==> src/rtl/charger_pkg.sv <==
// Shared constants and types for the charger control block
package charger_pkg;
  // ------------------------------------------------------------
  // Timing
  // ------------------------------------------------------------
  localparam int CLK_PERIOD_PS = 5000;
  localparam int TICK_TIME_NS = 1000;
  localparam int TICK_CYCLES = TICK_TIME_NS * 1000 / CLK_PERIOD_PS;
  localparam int TICK_W = 8;
  localparam int TICK_TIME_US = 1;
  localparam int TIME_W = 32;
  localparam int BOOST_RETRY_OFF_US = 300000;
  localparam int BOOST_RETRY_ON_US = 60000;
  localparam int PREQUAL_LIMIT_US = 1000000000;
  localparam int FASTCHARGE_LIMIT_US = 2000000000;
  localparam int TOPOFF_TIME_US = 500000000;
  localparam int TERMINATION_DELAY_US = 1000000;
  localparam int OVERCURRENT_DELAY_US = 100;
  localparam int OCP_RETRY_US = 1000000;
  // ------------------------------------------------------------
  // Register map
  // ------------------------------------------------------------
  localparam logic [7:0] CTRL_ADDR = 8'h00;
  localparam logic [7:0] STATUS_ADDR = 8'h04;
  localparam int CTRL_JEITA_BIT = 0;
  localparam int CTRL_LIFEPO4_BIT = 1;
  localparam logic [1:0] CTRL_RESET = 2'h1;
  // ------------------------------------------------------------
  // Codes
  // ------------------------------------------------------------
  localparam logic [1:0] ILIM_500MA = 2'h0;
  localparam logic [1:0] ILIM_1500MA = 2'h1;
  localparam logic [1:0] ILIM_3000MA = 2'h2;
  localparam logic [2:0] ADAPTER_SDP = 3'h1;
  localparam logic [2:0] ADAPTER_CDP = 3'h2;
  localparam logic [2:0] ADAPTER_DCP = 3'h3;
  typedef enum logic [3:0] {ST_INIT, ST_BUCK, ST_PRECHARGE, ST_TRICKLE, ST_FAST_CC, ST_FAST_CV,
    ST_TOPOFF, ST_DONE, ST_TIMER_FAULT, ST_THERMAL_SHUTDOWN} charge_state_type;
  typedef enum logic [1:0] {B_OFF, B_ON, B_WAIT, B_TRY} boost_state_type;
  typedef enum logic [1:0] {O_OK, O_DEBOUNCE, O_FAULT} ocp_state_type;
  typedef struct packed {
    logic input_valid;
    logic vbat_above_prechg;
    logic vbat_above_trickle;
    logic vbat_above_reg;
    logic vbat_below_restart;
    logic current_below_topoff;
    logic tj_over_shutdown;
    logic thermistor_grounded;
    logic below_cold;
    logic below_cool;
    logic above_warm;
    logic above_hot;
    logic boost_enable_pin;
    logic charger_input_below_boost;
    logic boost_overload;
    logic batt_overcurrent;
    logic sys_below_restart;
    logic cc1_rd;
    logic cc2_rd;
    logic detect_done;
    logic [2:0] detected_adapter_type;
  } sense_type;
  typedef struct packed {
    logic charge_enable;
    logic current_half;
    logic vreg_reduce;
    logic buck_enable;
    logic boost_enable;
    logic bypass_switch_closed;
    logic battery_path_closed;
    logic cc_rd_connect;
    logic cc_low_power;
    logic cc1_source;
    logic cc2_source;
  } power_ctrl_type;
endpackage
==> src/rtl/charger_control_state_machine.sv <==
// Charger control state machine with boost, overcurrent and thermistor logic
// How it works
// - Top-off moves to done after the full top-off time.
// - Done returns to fast-charge CC when battery falls below restart level.
// - No charge current is delivered while in done.
// - Separate dwell limits for prequal, fast-charge CC plus CV, and top-off.
// - Entering timer fault releases the status output to high impedance.
// - Timer fault keeps charger off until the input is removed and reinserted or thermal shutdown trips.
// - Junction over shutdown temperature forces thermal shutdown, charger off.
// - Reverse boost starts only with boost pin high and input below 0.7V, stops when the pin goes low.
// - Boost overload opens the switch and retries after 300ms.
// - Persistent overload cycles the switch about 60ms on, 300ms off.
// - CC pins low-power until Rd seen, then source on active pin only.
// - Discharge overcurrent past its delay opens battery switch, stops buck.
// - After system node low for retry time, restart; repeat until cleared.
// - Grounded thermistor pin disables charging; host drives it open-drain.
// - Thermistor variant halves fast-charge current in the cool zone.
// - Thermistor variant lowers termination voltage 150mV in the warm zone.
// - Charging suspends below cold or above hot thresholds.
// - Hot/cold variant makes no warm or cool adjustment.
// - Boost pin high closes bypass path, drops Rd, connects source current.
// - Input limit 500mA before detection and for SDP, 1.5A for CDP/DCP.
// - Unknown adapter or contact timeout sets the 3A input limit.
// - Invalid input enters init with no charge current, timer at zero.
// - CV enters top-off after current stays below top-off level long enough.
`timescale 1ns/1ps
module charger_control_state_machine #(
  parameter logic [31:0] PREQUAL_TICKS = 32'(charger_pkg::PREQUAL_LIMIT_US / charger_pkg::TICK_TIME_US),
  parameter logic [31:0] FASTCHARGE_TICKS = 32'(charger_pkg::FASTCHARGE_LIMIT_US / charger_pkg::TICK_TIME_US),
  parameter logic [31:0] TOPOFF_TICKS = 32'(charger_pkg::TOPOFF_TIME_US / charger_pkg::TICK_TIME_US),
  parameter logic [31:0] TERM_TICKS = 32'(charger_pkg::TERMINATION_DELAY_US / charger_pkg::TICK_TIME_US),
  parameter logic [31:0] OVERCURRENT_TICKS = 32'(charger_pkg::OVERCURRENT_DELAY_US / charger_pkg::TICK_TIME_US),
  parameter logic [31:0] OCP_RETRY_TICKS = 32'(charger_pkg::OCP_RETRY_US / charger_pkg::TICK_TIME_US),
  parameter logic [31:0] BOOST_OFF_TICKS = 32'(charger_pkg::BOOST_RETRY_OFF_US / charger_pkg::TICK_TIME_US),
  parameter logic [31:0] BOOST_ON_TICKS = 32'(charger_pkg::BOOST_RETRY_ON_US / charger_pkg::TICK_TIME_US)
) (
  input wire logic pclk, // 200 MHz clock
  input wire logic presetn, // Async reset, active low
  input wire logic psel, // APB select
  input wire logic penable, // APB enable
  input wire logic pwrite, // APB direction
  input wire logic [7:0] paddr, // APB byte address
  input wire logic [31:0] pwdata, // APB write data
  input wire logic [3:0] pstrb, // APB byte strobes
  output logic [31:0] prdata, // APB read data
  output logic pready, // APB ready
  output logic pslverr, // APB error, unmapped address
  input wire charger_pkg::sense_type sense_in, // Comparator and pin levels, async
  output charger_pkg::power_ctrl_type power_ctrl, // Power stage controls
  output logic [1:0] input_current_limit, // Input limit code
  output logic stat_out, // Status pin level, always low
  output logic stat_oe_n, // Status pin enable, low drives
  output logic input_good_out, // Input good pin level, always low
  output logic input_good_oe_n, // Input good enable, low drives
  output charger_pkg::charge_state_type charge_state // Charge state
);
  // ------------------------------------------------------------
  // Synchronisers and tick
  // ------------------------------------------------------------
  charger_pkg::sense_type sense_meta;
  charger_pkg::sense_type s;
  logic [charger_pkg::TICK_W-1:0] tick_count;
  logic tick;
  logic [1:0] ctrl;
  charger_pkg::boost_state_type boost_state;
  charger_pkg::ocp_state_type ocp_state;
  logic [31:0] dwell_count;
  logic [31:0] term_count;
  logic [31:0] boost_count;
  logic [31:0] ocp_count;

  // Two-stage sync of every external level
  always_ff @(posedge pclk or negedge presetn) begin
    if (!presetn) begin
      sense_meta <= '0;
      s <= '0;
    end else begin
      sense_meta <= sense_in;
      s <= sense_meta;
    end
  end

  // Microsecond tick divider
  wire tick_wrap = (tick_count == charger_pkg::TICK_W'(charger_pkg::TICK_CYCLES - 1));
  always_ff @(posedge pclk or negedge presetn) begin
    if (!presetn) begin
      tick_count <= '0;
      tick <= 1'b0;
    end else begin
      tick_count <= tick_wrap ? '0 : tick_count + 8'h01;
      tick <= tick_wrap;
    end
  end

  // ------------------------------------------------------------
  // Charge state machine
  // ------------------------------------------------------------
  charger_pkg::charge_state_type next_charge_state;
  wire jeita = ctrl[charger_pkg::CTRL_JEITA_BIT];
  wire lifepo4 = ctrl[charger_pkg::CTRL_LIFEPO4_BIT];
  wire suspend = s.below_cold | s.above_hot;
  wire ocp_off = (ocp_state == charger_pkg::O_FAULT);
  wire pq_expired = (dwell_count >= PREQUAL_TICKS);
  wire fc_expired = (dwell_count >= FASTCHARGE_TICKS);
  wire to_expired = (dwell_count >= TOPOFF_TICKS);
  wire term_done = (term_count >= TERM_TICKS);

  // Next charge state, thermal shutdown first, then input loss
  always_comb begin
    next_charge_state = charge_state;
    if (s.tj_over_shutdown) begin
      next_charge_state = charger_pkg::ST_THERMAL_SHUTDOWN;
    end else if (charge_state == charger_pkg::ST_THERMAL_SHUTDOWN) begin
      next_charge_state = charger_pkg::ST_INIT;
    end else if (!s.input_valid) begin
      next_charge_state = charger_pkg::ST_INIT;
    end else if (charge_state == charger_pkg::ST_TIMER_FAULT) begin
      next_charge_state = charger_pkg::ST_TIMER_FAULT;
    end else if (s.thermistor_grounded) begin
      next_charge_state = charger_pkg::ST_BUCK;
    end else begin
      case (charge_state)
        charger_pkg::ST_INIT, charger_pkg::ST_BUCK: begin
          if (!s.vbat_above_prechg) next_charge_state = charger_pkg::ST_PRECHARGE;
          else if (!s.vbat_above_trickle && !lifepo4) next_charge_state = charger_pkg::ST_TRICKLE;
          else if (!s.vbat_above_reg) next_charge_state = charger_pkg::ST_FAST_CC;
          else next_charge_state = charger_pkg::ST_FAST_CV;
        end
        charger_pkg::ST_PRECHARGE: begin
          if (pq_expired) next_charge_state = charger_pkg::ST_TIMER_FAULT;
          else if (s.vbat_above_prechg) next_charge_state = lifepo4 ? charger_pkg::ST_FAST_CC : charger_pkg::ST_TRICKLE;
        end
        charger_pkg::ST_TRICKLE: begin
          if (pq_expired) next_charge_state = charger_pkg::ST_TIMER_FAULT;
          else if (s.vbat_above_trickle) next_charge_state = charger_pkg::ST_FAST_CC;
        end
        charger_pkg::ST_FAST_CC: begin
          if (fc_expired) next_charge_state = charger_pkg::ST_TIMER_FAULT;
          else if (s.vbat_above_reg) next_charge_state = charger_pkg::ST_FAST_CV;
        end
        charger_pkg::ST_FAST_CV: begin
          if (fc_expired) next_charge_state = charger_pkg::ST_TIMER_FAULT;
          else if (term_done) next_charge_state = charger_pkg::ST_TOPOFF;
        end
        charger_pkg::ST_TOPOFF: begin
          if (s.vbat_below_restart) next_charge_state = charger_pkg::ST_FAST_CC;
          else if (to_expired) next_charge_state = charger_pkg::ST_DONE;
        end
        charger_pkg::ST_DONE: begin
          if (s.vbat_below_restart) next_charge_state = charger_pkg::ST_FAST_CC;
        end
        default: next_charge_state = charger_pkg::ST_INIT;
      endcase
    end
  end

  // Dwell timer: cleared on state change except CC to CV, held at zero in init, frozen on suspend
  wire cc_to_cv = (charge_state == charger_pkg::ST_FAST_CC) && (next_charge_state == charger_pkg::ST_FAST_CV);
  wire dwell_clear = (charge_state == charger_pkg::ST_INIT) || ((next_charge_state != charge_state) && !cc_to_cv);
  wire dwell_run = tick && !suspend && (dwell_count != 32'hFFFFFFFF);
  wire term_run = (charge_state == charger_pkg::ST_FAST_CV) && s.current_below_topoff;
  always_ff @(posedge pclk or negedge presetn) begin
    if (!presetn) begin
      charge_state <= charger_pkg::ST_INIT;
      dwell_count <= '0;
      term_count <= '0;
    end else begin
      charge_state <= next_charge_state;
      dwell_count <= dwell_clear ? '0 : dwell_count + {31'h0, dwell_run};
      term_count <= !term_run ? '0 : term_count + {31'h0, tick && !term_done};
    end
  end

  // ------------------------------------------------------------
  // Reverse boost with overload retry
  // ------------------------------------------------------------
  charger_pkg::boost_state_type next_boost_state;
  wire boost_off_done = (boost_count >= BOOST_OFF_TICKS);
  wire boost_on_done = (boost_count >= BOOST_ON_TICKS);

  // Retry cadence: off for the retry delay, then a trial on-window
  always_comb begin
    next_boost_state = boost_state;
    if (!s.boost_enable_pin) begin
      next_boost_state = charger_pkg::B_OFF;
    end else begin
      case (boost_state)
        charger_pkg::B_OFF: if (s.charger_input_below_boost) next_boost_state = charger_pkg::B_ON;
        charger_pkg::B_ON: if (s.boost_overload) next_boost_state = charger_pkg::B_WAIT;
        charger_pkg::B_WAIT: if (boost_off_done) next_boost_state = charger_pkg::B_TRY;
        charger_pkg::B_TRY: begin
          if (boost_on_done) next_boost_state = s.boost_overload ? charger_pkg::B_WAIT : charger_pkg::B_ON;
        end
        default: next_boost_state = charger_pkg::B_OFF;
      endcase
    end
  end

  always_ff @(posedge pclk or negedge presetn) begin
    if (!presetn) begin
      boost_state <= charger_pkg::B_OFF;
      boost_count <= '0;
    end else begin
      boost_state <= next_boost_state;
      boost_count <= (next_boost_state != boost_state) ? '0 : boost_count + {31'h0, tick};
    end
  end

  // ------------------------------------------------------------
  // Battery discharge overcurrent
  // ------------------------------------------------------------
  charger_pkg::ocp_state_type next_ocp_state;
  always_comb begin
    next_ocp_state = ocp_state;
    case (ocp_state)
      charger_pkg::O_OK: if (s.batt_overcurrent) next_ocp_state = charger_pkg::O_DEBOUNCE;
      charger_pkg::O_DEBOUNCE: begin
        if (!s.batt_overcurrent) next_ocp_state = charger_pkg::O_OK;
        else if (ocp_count >= OVERCURRENT_TICKS) next_ocp_state = charger_pkg::O_FAULT;
      end
      charger_pkg::O_FAULT: if (ocp_count >= OCP_RETRY_TICKS) next_ocp_state = charger_pkg::O_OK;
      default: next_ocp_state = charger_pkg::O_OK;
    endcase
  end

  // Retry count only runs while the system node stays low
  wire ocp_hold = (ocp_state == charger_pkg::O_DEBOUNCE) || s.sys_below_restart;
  always_ff @(posedge pclk or negedge presetn) begin
    if (!presetn) begin
      ocp_state <= charger_pkg::O_OK;
      ocp_count <= '0;
    end else begin
      ocp_state <= next_ocp_state;
      ocp_count <= (next_ocp_state != ocp_state || !ocp_hold) ? '0 : ocp_count + {31'h0, tick};
    end
  end

  // ------------------------------------------------------------
  // Output decode
  // ------------------------------------------------------------
  charger_pkg::power_ctrl_type next_power_ctrl;
  logic [1:0] next_ilim;
  wire charging = (charge_state inside {charger_pkg::ST_PRECHARGE, charger_pkg::ST_TRICKLE,
    charger_pkg::ST_FAST_CC, charger_pkg::ST_FAST_CV, charger_pkg::ST_TOPOFF});
  wire boost_run = (boost_state != charger_pkg::B_OFF);
  wire switch_on = (boost_state == charger_pkg::B_ON) || (boost_state == charger_pkg::B_TRY);
  wire cool_zone = s.below_cool && !s.below_cold;
  wire warm_zone = s.above_warm && !s.above_hot;
  wire buck_ok = s.input_valid && !boost_run && !ocp_off && (charge_state != charger_pkg::ST_THERMAL_SHUTDOWN);
  wire adapter_low = (s.detected_adapter_type == charger_pkg::ADAPTER_SDP);
  wire adapter_mid = (s.detected_adapter_type == charger_pkg::ADAPTER_CDP) ||
    (s.detected_adapter_type == charger_pkg::ADAPTER_DCP);

  // Power stage controls
  always_comb begin
    next_power_ctrl.charge_enable = charging && !suspend && buck_ok;
    next_power_ctrl.current_half = jeita && cool_zone;
    next_power_ctrl.vreg_reduce = jeita && warm_zone;
    next_power_ctrl.buck_enable = buck_ok && (charge_state != charger_pkg::ST_TIMER_FAULT);
    next_power_ctrl.boost_enable = boost_run;
    next_power_ctrl.bypass_switch_closed = switch_on;
    next_power_ctrl.battery_path_closed = !ocp_off;
    next_power_ctrl.cc_rd_connect = !boost_run;
    next_power_ctrl.cc_low_power = boost_run && !s.cc1_rd && !s.cc2_rd;
    next_power_ctrl.cc1_source = boost_run && s.cc1_rd;
    next_power_ctrl.cc2_source = boost_run && s.cc2_rd && !s.cc1_rd;
  end

  // Input current limit from the detected adapter type
  assign next_ilim = !s.detect_done ? charger_pkg::ILIM_500MA :
    adapter_low ? charger_pkg::ILIM_500MA : adapter_mid ? charger_pkg::ILIM_1500MA :
    charger_pkg::ILIM_3000MA;

  // Registered outputs
  always_ff @(posedge pclk or negedge presetn) begin
    if (!presetn) begin
      power_ctrl <= '0;
      input_current_limit <= charger_pkg::ILIM_500MA;
      stat_oe_n <= 1'b1;
      input_good_oe_n <= 1'b1;
      stat_out <= 1'b0;
      input_good_out <= 1'b0;
    end else begin
      power_ctrl <= next_power_ctrl;
      input_current_limit <= next_ilim;
      stat_oe_n <= !charging;
      input_good_oe_n <= !((s.input_valid && buck_ok) || boost_run);
      stat_out <= 1'b0;
      input_good_out <= 1'b0;
    end
  end

  // ------------------------------------------------------------
  // APB slave
  // ------------------------------------------------------------
  wire access = psel && penable;
  wire hit_ctrl = (paddr == charger_pkg::CTRL_ADDR);
  wire hit_status = (paddr == charger_pkg::STATUS_ADDR);
  wire do_write = access && pready && pwrite && hit_ctrl && pstrb[0];
  wire [31:0] status_word = {14'h0, input_current_limit, ocp_state, boost_state, s.above_hot, s.above_warm,
    s.below_cool, s.below_cold, 4'h0, charge_state};
  wire [31:0] read_mux = hit_ctrl ? {30'h0, ctrl} : hit_status ? status_word : 32'h0;

  // One wait state, then ready with data or error
  always_ff @(posedge pclk or negedge presetn) begin
    if (!presetn) begin
      pready <= 1'b0;
      prdata <= '0;
      pslverr <= 1'b0;
      ctrl <= charger_pkg::CTRL_RESET;
    end else begin
      pready <= access && !pready;
      prdata <= (access && !pready && !pwrite) ? read_mux : 32'h0;
      pslverr <= access && !pready && !(hit_ctrl || hit_status);
      if (do_write) ctrl <= pwdata[1:0];
    end
  end
endmodule

==> config.mk <==
export PLATFORM = sky130hd
export DESIGN_NAME = charger_control_state_machine
export DESIGN_NICKNAME = d
export VERILOG_FILES = /design/src/rtl/charger_pkg.sv /design/src/rtl/charger_control_state_machine.sv
export SDC_FILE = /design/constraint.sdc
export NUM_CORES = 1
export LEC_CHECK = 0
export BUFFER_PORTS_ARGS = -buffer_cell sky130_fd_sc_hd__clkbuf_2
export CAP_MARGIN = 30
export CORE_MARGIN = 3
export CORE_UTILIZATION = 45
export DETAILED_ROUTE_END_ITERATION = 6
export MAX_ROUTING_LAYER = met4
export PLACE_DENSITY = 0.63
export SYNTH_ARGS = -nofsm -noshare
export SYNTH_HDL_FRONTEND = slang
export SYNTH_SLANG_ARGS = --single-unit
==> constraint.sdc <==
create_clock -name pclk -period 2.77 [get_ports pclk]
set_clock_uncertainty 0.05 [all_clocks]
set_input_delay 0.277 -clock pclk [delete_from_list [all_inputs] [get_ports pclk]]
set_output_delay 0.277 -clock pclk [all_outputs]
set_load 0.005 [all_outputs]
==> impl_results.md <==
- Routability cong.: around 0.86
- Fin area: around 13,000 µm²
- Reg area: between 5000 and 6000 µm²
- Global Route Usage Sum: about 18%
- DRT iter0 DRCs: 405
- Cell Chain, Critical Path: nor4_2 > nand3_1 > nor2_2 > and2_4 > ha_4 > nand4_1 > nor2_2 > and4_1 > nor2b_4 > nand3_2 > nor3_4 > buf_6 > xnor2_2 > nor2_1
- Largest stage delay on the critical path: approximately 0.40 ns
- Final Cycle Share: 100.1%
- Area leader, netlist: dfrtp_1
- FMAX: between 300 and 400 MHz
- Routed Antenna Nets: 0
- Seq/Total Area, Yosys: between 50% and 60%
- Starting Density: between 40 and 50%
- # rows: 54
- Yosys Warn Count: 0
- Die W: ~160 µm
- Critical path arrival: 3.11 ns
- Synthesized flop and latch total: approximately 220
- Number of H-tree levels: 1
- Core area: approximately 22,000 µm²
- Number of global-route vias before repair: 7,216
- Post-synth EDFFs: 0
- Run status: finished with violations
- Num ports: between 100 and 150
- Largest net degree at the start of global routing: 74
- Final core occ: between 50% and 60%
- DRC Markers: 7
- Final Hold Viols: 0
- CP max FO: 3
- Final worst setup slack: -0.001679 ns
- Skew-Pair Late Insertion Delay: ~0.53 ns
- Hold WC Path Type: primary input to flip-flop
- Top area cells in the synthesized netlist: dfrtp_1, xor2_1, nor2_1
- First-pass GRT wire length: 35,570 µm
- Max Cap Viol: 0
- Setup-failing EPs final: 1
- Gate Count Post-Synth: 996
- Final min period: 2.772 ns
- Layout cell share with drive strength beyond 1: about 25%
- NumNets Final: approximately 1,300
- Peak VDD IR: around 550 µV
- TritonCTS clock tree: built
- LEAKAGE: approximately 5.7 nW
- Drt first pass iters: 7
- Post-synth top area share: 54.37%
- Worst endpoint required time: 3.11 ns
- CP max-delay cell: dfrtp_1
- Setup crit end kind: flip-flop
- Multi-input gate area: 4554 µm²
- Filler Cells Inserted: about 1,900
- Root Buffer: clkbuf_16
- Wire per inst: roughly 15 µm
- Placed inst area: 11,320 µm²
- Initial antenna violation count: 0
- Pins Over Slew Limit: 0
- Via count: around 7,500
- P per Cell Area: around 550 nW/µm²
- Clock Tree Buf Depth: 3
- Violated checks: DRC, setup timing
- Via/cell ratio: roughly 5.0
- Post-Syn Area: 10,170 µm²
- Max_slew headroom: 41.09%
- Top_reg_cell synth: dfrtp_1
- Detailed placement HPWL: between 10,000 and 15,000 µm
- Diode count: 0
- Setup slack at placement: -0.1345 ns
- Synth cell types: 64
- Worst Setup Start Kind: flip-flop
- CTS Buf Count: 24
- WL final: ~22,000 µm
- Unrepaired setup endpoints after global routing: true
- CP dominant cell by count: nor2_2
- Synthesized area per cell: approximately 10 µm²
- Asr flop ratio synth: 100.0%
- Area Growth Syn to Fin: 26.53%
- Die H: ~160 µm
- Clock Sinks: 224
- Tot Pwr: 0.007141 W
- Port Buf Inserts: 73
- WS Path Type: flip-flop to flip-flop
- Gr ovfl total: 0
- TNS Setup: -0.001679 ns
- Die area: between 20,000 and 25,000 µm²
- Tightest Pin Transition: 0.8756 ns
- Clk slew on worst S/H paths: 0.06 ns
-- path summary, 6_finish.rpt --
kind                                startpoint             end  slack, ns  cells after the start
worst max-delay path            term_count[30]  term_count[27]     -0.002                     14
worst min-delay path                  paddr[2]       prdata[0]       0.04                      3
worst max register to register  term_count[30]  term_count[27]     -0.002                     14
worst min register to register  sense_meta[11]           s[11]       0.29                      0
max in group asynchronous              presetn         ctrl[0]       1.62                      3
min in group asynchronous              presetn  term_count[15]       0.25                      2
-- critical path, delay by kind of cell, from the launching register on --
family,cells,cell delay [ns]
simple gates,11,1.82
flops,1,0.40
buf+inv,1,0.15
fa+ha+maj,1,0.14
xor+xnor,1,0.10
-- cell usage after synthesis (13+ instances only) --
master,count
dfrtp_1,221
nor2_1,160
xor2_1,76
nand2_1,70
nand3_1,67
xnor2_1,46
nor2_2,29
nand4_1,28
nor3_1,27
and3_1,21
buf_4,21
inv_1,20
clkbuf_1,19
o21ai_0,18
nor4_1,16
nor2b_1,15
a21oi_1,13
and2_1,13
-- layer usage --
| layer | track usage [%] | wire length, µm | vias to the layer above |
|---|---|---|---|
| met1 | 25.73 | 10190 | 3589 |
| met4 | 4.293 | 444 | 0 |
| li1 | - | - | 3727 |
| met3 | 2.876 | 858 | 32 |
| met5 | - | 0 | - |
| met2 | 27.67 | 10140 | 134 |
-- cell type report --
class	count	area share, %
sequential	224	43.63
multi-input combinational	722	35.38
timing repair buffer	192	11.01
clock buffer	34	5.502
tap	280	2.722
clock inverter	10	1.167
inverter	20	0.5833
-- state kept, by name, summed over array words and instances, names as in the netlist, 2 cells and up --
register and flops:
ocp_count 32, ctrl 2, power_ctrl 11, sense_meta 23
term_count 32, boost_state 2, input_current_limit 2, dwell_count 32
boost_count 32, ocp_state 2, prdata 14, charge_state 4
s 23, tick_count 8
-- cell families after synthesis --
family,share of synthesized area (%)
AND/OR/NAND/NOR,24.05
AO/OA/AOI/OAI,4.969
XOR/XNOR,10.50
multiplexers,0.5289
flip-flops,55.14
adder cells (fa/ha/maj),1.107
other,0.03686
buffers and inverters,3.665
-- repair_timing --
action,CTS,global route
endpoints found under the hold margin,94,0
setup endpoints to repair,41,49
gates resized for setup,10,48
cloned,1,0
pin swaps,9,24
setup buffers,4,9
hold buffers,28,0
-- cells in the final DEF, fill, tap and decap left out, types with 9 or more instances in the layout --
cell type	count
nor4_1	14
nand2_1	69
dlygate4sd3_1	28
a31oi_1	10
nor3_1	21
xor2_1	76
and2_1	12
o21ai_0	18
nor2_2	36
dfrtp_1	216
buf_4	84
conb_1	20
nor2_1	150
clkbuf_16	24
clkbuf_2	72
nor2b_1	14
or3_1	9
and3_1	21
xnor2_1	44
a21oi_1	13
inv_1	20
nand3_1	60
nand4_1	28
-- stage by stage --
stage	instances	hold slack, ns
after floorplan	1015	-0.06859
after global routing	1482	0.04649
after detailed placement	1396	0.2428
after CTS	1473	0.008888
final	1482	0.03946
after global placement	1396	0.2478
-- where the power goes --
group	switching [W]	leakage (nW)	internal, W
Sequential	0.0000369	2.96	0.00333
Combinational	0.000233	2.34	0.000151
Clock	0.00132	0.419	0.00207
No activity file was read; power rests on OpenSTA's default activity.
